### src/swt_pkg.sv
// Package of constants and types for the system watchdog timer.
`default_nettype none
package swt_pkg;
    localparam int unsigned ADDR_W = 12;
    localparam int unsigned DATA_W = 8;

    // Register offsets on the plain register port.
    localparam logic [11:0] OFS_CTRL = 12'h000;
    localparam logic [11:0] OFS_PERIOD = 12'h004;
    localparam logic [11:0] OFS_REMAIN = 12'h008;
    localparam logic [11:0] OFS_STATUS = 12'h00C;
    localparam logic [11:0] OFS_INT_EN = 12'h010;
    localparam logic [11:0] OFS_INT_CLR = 12'h014;
    localparam logic [11:0] OFS_RETRIGGER = 12'h201;

    // Control values and field positions.
    localparam logic [7:0] CTRL_DISABLE = 8'h00;
    localparam logic [7:0] CTRL_ENABLE = 8'h01;
    localparam int unsigned CTRL_EN_BIT = 0;
    localparam int unsigned CTRL_BOOT_BIT = 1;
    localparam int unsigned CTRL_EXPIRED_BIT = 2;
    localparam int unsigned EVT_TIMEOUT_BIT = 0;
    localparam int unsigned EVT_MANUAL_BIT = 1;
    localparam int unsigned EVT_W = 2;

    // Reset values.
    localparam logic [7:0] PERIOD_RST = 8'hFF;
    localparam logic [EVT_W-1:0] INT_EN_RST = 2'h0;

    // Boot monitoring selections and their timeouts in seconds.
    localparam logic [1:0] BOOT_OFF = 2'h0;
    localparam logic [1:0] BOOT_30 = 2'h1;
    localparam logic [1:0] BOOT_60 = 2'h2;
    localparam logic [1:0] BOOT_90 = 2'h3;
    localparam logic [7:0] BOOT_30_S = 8'h1E;
    localparam logic [7:0] BOOT_60_S = 8'h3C;
    localparam logic [7:0] BOOT_90_S = 8'h5A;

    // Timing.
    localparam int unsigned CLK_HZ = 25000000;
    localparam int unsigned TIME_BASE_S = 1;
    localparam int unsigned TICK_CYCLES = CLK_HZ * TIME_BASE_S;
    localparam int unsigned DEBOUNCE_MS = 20;
    localparam int unsigned DEBOUNCE_CYCLES = (CLK_HZ / 1000) * DEBOUNCE_MS;
    localparam int unsigned RESET_PULSE_CYCLES = 16;
    localparam int unsigned CNT_W = 25;

    // Expiry responses selected by the board jumper.
    localparam logic ACTION_NMI = 1'b0;
    localparam logic ACTION_RESET = 1'b1;

    typedef enum logic [1:0] {
        SWT_IDLE,
        SWT_RUN,
        SWT_FIRE
    } swt_state_t;
endpackage
`default_nettype wire

### src/swt_top.sv
// System watchdog timer with boot monitor, register port and reset-switch debouncer.
// Summary of operation
// - Optional boot monitoring counts from power-up with a 30, 60 or 90 s timeout.
// - Any read of address 201h reloads the full countdown, whatever the data.
// - On expiry the response is chosen by the static action jumper: system reset or NMI.
// - Writing 00 to the control register stops the watchdog and 01 starts it.
// - The run-time period is an 8-bit count of whole seconds, 00-FFh covering 1-255 s.
// - The active-low manual reset switch is debounced and then resets the system.
`timescale 1ns/1ns
`default_nettype none
module swt_top
    import swt_pkg::*;
#(
    parameter int unsigned TICK_CYCLES_P = swt_pkg::TICK_CYCLES,
    parameter int unsigned DEBOUNCE_CYCLES_P = swt_pkg::DEBOUNCE_CYCLES
)
(
    // Clock, reset and clock enable.
    input wire logic core_clk,
    input wire logic resetn,
    input wire logic clk_en,
    // Register port.
    input wire logic [swt_pkg::ADDR_W-1:0] reg_addr,
    input wire logic [swt_pkg::DATA_W-1:0] reg_wdata,
    input wire logic reg_wr,
    input wire logic reg_rd,
    output logic [swt_pkg::DATA_W-1:0] reg_rdata,
    // Board straps and switch.
    input wire logic [1:0] boot_timeout_sel,
    input wire logic timeout_action_jumper,
    input wire logic manual_reset_switch_n,
    // Responses.
    output logic sys_reset_req,
    output logic wdt_nmi,
    output logic irq
);
    import swt_pkg::*;

    localparam logic [CNT_W-1:0] TICK_LAST = CNT_W'(TICK_CYCLES_P - 1);
    localparam logic [CNT_W-1:0] DEB_LAST = CNT_W'(DEBOUNCE_CYCLES_P - 1);
    localparam logic [4:0] PULSE_LAST = 5'(RESET_PULSE_CYCLES - 1);

    // Period encoding 00h is taken as the shortest period of one second.
    function automatic logic [7:0] period_secs(input logic [7:0] code);
        period_secs = (code == 8'h00) ? 8'h01 : code;
    endfunction

    function automatic logic [7:0] boot_secs(input logic [1:0] sel);
        case (sel)
            BOOT_30: boot_secs = BOOT_30_S;
            BOOT_60: boot_secs = BOOT_60_S;
            BOOT_90: boot_secs = BOOT_90_S;
            default: boot_secs = 8'h01;
        endcase
    endfunction

    localparam logic [7:0] RELOAD_RST = period_secs(PERIOD_RST);

    // Timer state.
    swt_state_t state_q, state_d;
    logic strap_done_q, strap_done_d;
    logic boot_mode_q, boot_mode_d;
    logic expired_q, expired_d;
    logic [7:0] period_q, period_d;
    logic [7:0] reload_q, reload_d;
    logic [7:0] remain_q, remain_d;
    logic [CNT_W-1:0] presc_q, presc_d;
    // Register and interrupt state.
    logic [EVT_W-1:0] status_q, status_d;
    logic [EVT_W-1:0] int_en_q, int_en_d;
    logic [DATA_W-1:0] rdata_q, rdata_d;
    logic irq_q, irq_d;
    // Response and debouncer state.
    logic rst_out_q, rst_out_d;
    logic nmi_q, nmi_d;
    logic [4:0] pulse_q, pulse_d;
    logic sw_level_q, sw_level_d;
    logic [CNT_W-1:0] deb_q, deb_d;

    logic wr_ctrl, rd_retrig, expire, sw_press;
    logic [EVT_W-1:0] evt;

    always_comb
    begin
        wr_ctrl = reg_wr && (reg_addr == OFS_CTRL);
        rd_retrig = reg_rd && (reg_addr == OFS_RETRIGGER);
        expire = 1'b0;
        state_d = state_q;
        strap_done_d = 1'b1;
        boot_mode_d = boot_mode_q;
        expired_d = expired_q;
        period_d = period_q;
        reload_d = reload_q;
        remain_d = remain_q;
        presc_d = presc_q;

        if (reg_wr && reg_addr == OFS_PERIOD)
        begin
            period_d = reg_wdata;
        end

        case (state_q)
            SWT_IDLE:
            begin
                remain_d = reload_q;
                presc_d = '0;
                if (!strap_done_q && boot_timeout_sel != BOOT_OFF)
                begin
                    reload_d = boot_secs(boot_timeout_sel);
                    remain_d = boot_secs(boot_timeout_sel);
                    boot_mode_d = 1'b1;
                    state_d = SWT_RUN;
                end
                else if (wr_ctrl && reg_wdata == CTRL_ENABLE)
                begin
                    reload_d = period_secs(period_d);
                    remain_d = period_secs(period_d);
                    boot_mode_d = 1'b0;
                    expired_d = 1'b0;
                    state_d = SWT_RUN;
                end
            end
            SWT_RUN:
            begin
                if (wr_ctrl && reg_wdata == CTRL_DISABLE)
                begin
                    boot_mode_d = 1'b0;
                    state_d = SWT_IDLE;
                end
                else if (wr_ctrl && reg_wdata == CTRL_ENABLE)
                begin
                    reload_d = period_secs(period_d);
                    remain_d = period_secs(period_d);
                    presc_d = '0;
                    boot_mode_d = 1'b0;
                end
                else if (rd_retrig)
                begin
                    remain_d = reload_q;
                    presc_d = '0;
                end
                else if (presc_q == TICK_LAST)
                begin
                    presc_d = '0;
                    if (remain_q <= 8'h01)
                    begin
                        remain_d = 8'h00;
                        state_d = SWT_FIRE;
                    end
                    else
                    begin
                        remain_d = remain_q - 8'h01;
                    end
                end
                else
                begin
                    presc_d = presc_q + CNT_W'(1);
                end
            end
            SWT_FIRE:
            begin
                expire = 1'b1;
                expired_d = 1'b1;
                boot_mode_d = 1'b0;
                state_d = SWT_IDLE;
            end
            default:
            begin
                state_d = SWT_IDLE;
            end
        endcase
    end

    always_ff @(posedge core_clk or negedge resetn)
    begin
        if (!resetn)
        begin
            state_q <= SWT_IDLE;
            strap_done_q <= 1'b0;
            boot_mode_q <= 1'b0;
            expired_q <= 1'b0;
            period_q <= PERIOD_RST;
            reload_q <= RELOAD_RST;
            remain_q <= RELOAD_RST;
            presc_q <= '0;
        end
        else if (clk_en)
        begin
            state_q <= state_d;
            strap_done_q <= strap_done_d;
            boot_mode_q <= boot_mode_d;
            expired_q <= expired_d;
            period_q <= period_d;
            reload_q <= reload_d;
            remain_q <= remain_d;
            presc_q <= presc_d;
        end
    end

    // Switch debouncer, response pulse, status and read data.
    always_comb
    begin
        sw_press = 1'b0;
        sw_level_d = sw_level_q;
        deb_d = '0;
        if (manual_reset_switch_n != sw_level_q)
        begin
            deb_d = deb_q + CNT_W'(1);
            if (deb_q == DEB_LAST)
            begin
                deb_d = '0;
                sw_level_d = manual_reset_switch_n;
                sw_press = !manual_reset_switch_n;
            end
        end

        rst_out_d = rst_out_q;
        nmi_d = 1'b0;
        pulse_d = pulse_q;
        if (sw_press || (expire && timeout_action_jumper == ACTION_RESET))
        begin
            rst_out_d = 1'b1;
            pulse_d = PULSE_LAST;
        end
        else if (rst_out_q)
        begin
            if (pulse_q == 5'h00)
            begin
                rst_out_d = 1'b0;
            end
            else
            begin
                pulse_d = pulse_q - 5'h01;
            end
        end
        if (expire && timeout_action_jumper == ACTION_NMI)
        begin
            nmi_d = 1'b1;
        end

        evt = '0;
        evt[EVT_TIMEOUT_BIT] = expire;
        evt[EVT_MANUAL_BIT] = sw_press;
        int_en_d = int_en_q;
        status_d = status_q;
        if (reg_wr && reg_addr == OFS_INT_EN)
        begin
            int_en_d = reg_wdata[EVT_W-1:0];
        end
        if (reg_wr && reg_addr == OFS_INT_CLR)
        begin
            status_d = status_q & ~reg_wdata[EVT_W-1:0];
        end
        status_d = status_d | evt;
        irq_d = |(status_d & int_en_d);

        rdata_d = '0;
        if (reg_rd)
        begin
            case (reg_addr)
                OFS_CTRL:
                begin
                    rdata_d[CTRL_EN_BIT] = (state_q != SWT_IDLE);
                    rdata_d[CTRL_BOOT_BIT] = boot_mode_q;
                    rdata_d[CTRL_EXPIRED_BIT] = expired_q;
                end
                OFS_PERIOD: rdata_d = period_q;
                OFS_REMAIN: rdata_d = remain_q;
                OFS_STATUS: rdata_d[EVT_W-1:0] = status_q;
                OFS_INT_EN: rdata_d[EVT_W-1:0] = int_en_q;
                default: rdata_d = '0;
            endcase
        end
    end

    always_ff @(posedge core_clk or negedge resetn)
    begin
        if (!resetn)
        begin
            sw_level_q <= 1'b1;
            deb_q <= '0;
            rst_out_q <= 1'b0;
            nmi_q <= 1'b0;
            pulse_q <= 5'h00;
            status_q <= '0;
            int_en_q <= INT_EN_RST;
            irq_q <= 1'b0;
            rdata_q <= '0;
        end
        else if (clk_en)
        begin
            sw_level_q <= sw_level_d;
            deb_q <= deb_d;
            rst_out_q <= rst_out_d;
            nmi_q <= nmi_d;
            pulse_q <= pulse_d;
            status_q <= status_d;
            int_en_q <= int_en_d;
            irq_q <= irq_d;
            rdata_q <= rdata_d;
        end
    end

    assign reg_rdata = rdata_q;
    assign sys_reset_req = rst_out_q;
    assign wdt_nmi = nmi_q;
    assign irq = irq_q;
endmodule
`default_nettype wire

### config.mk
export PLATFORM = sky130hd
export DESIGN_NAME = swt_top
export DESIGN_NICKNAME = d
export VERILOG_FILES = /design/src/swt_pkg.sv /design/src/swt_top.sv
export SDC_FILE = /design/constraint.sdc
export NUM_CORES = 1
export LEC_CHECK = 0
export ABC_CLOCK_PERIOD_IN_PS = 4200
export BUFFER_PORTS_ARGS = -buffer_cell sky130_fd_sc_hd__buf_2
export CELL_PAD_IN_SITES_DETAIL_PLACEMENT = 1
export CELL_PAD_IN_SITES_GLOBAL_PLACEMENT = 1
export CORE_UTILIZATION = 51
export CTS_CLUSTER_DIAMETER = 100
export DETAILED_ROUTE_END_ITERATION = 7
export PLACE_DENSITY = 0.83
export SYNTH_ARGS = -nofsm -noshare
export SYNTH_HDL_FRONTEND = slang
export SYNTH_SLANG_ARGS = --single-unit
### constraint.sdc
create_clock -name core_clk -period 4.2 [get_ports core_clk]
set_input_delay 1.26 -clock core_clk [delete_from_list [all_inputs] [get_ports core_clk]]
set_output_delay 1.26 -clock core_clk [all_outputs]
set_load 0.03 [all_outputs]
==> results.toml <==
[worst_setup_path]
worstSetupStartpointType = "input pin"
timing_worst_setup_path_type = "in -> reg"
cp_max_fo = 11
reg2reg_depth = 7
rrSetupSlack_ns = 1.28
r2r-start = "deb_q[11]$_DFFE_PN0P_"
worstSetupStartpoint = "reg_addr[1]"
slowest_delay_ns = 0.62
cp.required_ns = 4.47
reg2reg_to = "deb_q[7]$_DFFE_PN0P_"
crit_chain = "buf_2, nor4_2, and4_1, nand3_1, a311oi_1, mux2i_1"
crit_buf_inv = 1
critPathTopFamily = "simple AND/OR/NAND/NOR gates"
endpoint_kind = "register"
arrival_ns = 3.78
cp_slowest_cell = "nor4_2"

[worst_hold_path]
hp-class = "reg -> reg"
holdPathStages = 1
hold_path_end = "reg_rdata[1]$_DFFE_PN0P_"
hold_path_startpoint = "reg_rdata[1]$_DFFE_PN0P_"

[clock_tree]
cts-buffers-inserted = 9
htreeDepth = 3
cts_tree = "yes"
insertion_delay_ns = 0.36
root_buffer = "clkbuf_16"
clock-sinks = 100
hold_buffers = 0
clk_path_buf_depth = 2
clkSlewWorstSetupHoldPaths_ns = 0.07
cts.repair.resized = 0
cts_setup_buffers = 0

[finish]
final_core_util_pct = 58.9
stdcell_count = 860
fillers = 1360
area_delta_synth_final_pct = 11.2
final_nets = 757
multi_input_area_sq_um = 3400
layout-drive-gt1-share_pct = 17.2
regArea_sq_um = 2530
n_antenna_cell = 0

[global_routing]
grt_pass1_wl_microns = 31600
globalRouteOverflowTotal = 0
antenna_found_initial = 0
grt_usage_pct = 32.2
grt_pass1_vias = 6026
grt_max_degree = 62

[synth]
synth.largest_area_cell = "dfrtp_1"
ys_seq_area_share_pct = 41.4
ys_types = 70
synth_area_sq_um = 6130
synth_top_area_share_pct = 30.6
syn-num-nets = 722
synthTopCellsByCount = "dfrtp_1 (75), nand2_1 (69), nor2_1 (56)"
synth_ff_type = "dfrtp_1"
async_flop_share_pct = 100
synth_edf_count = 0
synthCells = 677
ys_warn_count = 0
syn_avg_cell_area_sq_um = 9.05
ys_ff_latch = 100
synth_most_common_cell = "dfrtp_1"
ys_top_cells_by_area = "dfrtp_1 (31%), dfstp_2 (11%), nand2_1 (4.2%)"

[run_status]
status = "complete, but fails checks"
violations = "DRC"

[pwr]
power_density_nw_per_um2 = 403
combPwrFrac_pct = 23.3
seqPwrFrac_pct = 45.5
clock_power_share_pct = 31.2
power_mw = 2.75
p_leak_nw = 2.83
p_sw_uw = 937
intPower_mw = 1.81
power.share.switching_pct = 34.1
max-vdd-ir-drop_mv = 0.191

[timing]
worst_pin_slew_ns = 1.10
finalMaxSlewViolations = 0
setup-tns-final_ns = 0
slew_headroom_pct = 25.8
whs_ns = 0.490
max_freq_mhz = 285
grt_setup_unrepaired = "no"
setup_violations = 0
period_share_pct = 83.6
finalHoldViolations = 0
fin_worst_skew_ns = 0.00665
period_minus_slack_ns = 3.51

[route]
wl_per_cell_microns = 22.1
viasPerCell = 6.75
drc = 5
via_count = 5808
drtPass1Iterations = 8
drtAntennaViolNets = 0
drt_iter0_drc = 448
wl_microns = 19000

[placement]
dpl.cell_count = 844
gp_congestion = 0.951
hpwl_microns = 13600
port_buffers = 39

[floorplanning]
num_io_pins = 40
die_y_microns = 112
num_rows = 39
core_area_sq_um = 11600
die-area_sq_um = 12500
initial_core_util_pct = 53.0
die_w_microns = 112

[flow_run]
cap_viol_max_count = 0
==> area by class of cell <==
type / count / share of cell area [%]
multi-input cells: 530 / 50.0
flip-flops and latches: 100 / 37.2
repair buffers: 55 / 4.85
clock buffers: 13 / 4.12
well taps: 143 / 2.63
inverters: 16 / 0.882
clock inverters: 3 / 0.367
==> how the worst max path moves through the flow <==
stage                                   end  slack, ns  cells after the start
floorplan           presc_q[14]$_DFFE_PN0P_       1.09                      8
finish               state_q[1]$_DFFE_PN0P_       0.69                      6
detailed placement   state_q[1]$_DFFE_PN0P_       0.42                      6
global route         state_q[1]$_DFFE_PN0P_       0.52                      6
global placement     state_q[1]$_DFFE_PN0P_       0.58                      6
CTS                  state_q[1]$_DFFE_PN0P_       0.76                      6
==> stage by stage <==
step                      setup slack, ns  area, sq um
after global placement              0.579         6500
after global routing                0.523         6810
final                               0.689         6810
after detailed placement            0.418         6500
after CTS                           0.758         6810
after floorplan                      1.09         6130
==> power by group through the flow <==
stage               clock, mW  sequential (mW)  combinational (mW)
floorplan                   0             1.21               0.417
global placement            0             1.25               0.601
detailed placement          0             1.26               0.625
CTS                     0.867             1.24               0.634
global route            0.898             1.26               0.709
finish                  0.857             1.25               0.640
==> state kept, by name, summed over array words and instances, names as in the netlist <==
signal         cells
deb_q             25
expired_q          1
period_q           8
wdt_nmi            1
reg_rdata          8
irq                1
status_q           2
state_q            2
reload_q           8
strap_done_q       1
boot_mode_q        1
pulse_q            5
remain_q           8
int_en_q           2
sw_level_q         1
presc_q           25
sys_reset_req      1
==> placed cells by master, fill, tap and decap left out, types with 16 or more instances in the layout <==
cell type  netlist  final
a21oi_1         34     34
buf_2            7     38
buf_4            3     16
dfrtp_1         75     75
dfstp_2         25     25
ha_1            16     16
inv_1           16     16
nand2_1         69     69
nand3_1         32     32
nand4_1         23     23
nor2_1          56     56
nor3_1          25     25
o21ai_0         36     36
o21ai_1         16     16
o31ai_1         18     18
xor2_1          21     21
==> logic make-up after synthesis <==
family	Yosys count	share of synthesized area [%]
flip-flops	100	41.4
XOR/XNOR	25	3.57
multiplexers	24	4.15
buffers and inverters	47	3.21
AO/OA/AOI/OAI	184	20.2
AND/OR/NAND/NOR	281	24.3
adder cells (fa/ha/maj)	16	3.27
==> routing by layer <==
layer	share of wire (%)	wire, microns	vias to the layer above	global-route usage [%]
met5	0	0	-	0
met4	1.9	363	0	10.6
met3	5.4	1030	26	4.52
met2	48	9160	194	53.7
met1	44	8410	2963	43.2
li1	-	-	2625	-
Note: power is estimated with default switching activity, not from simulation.
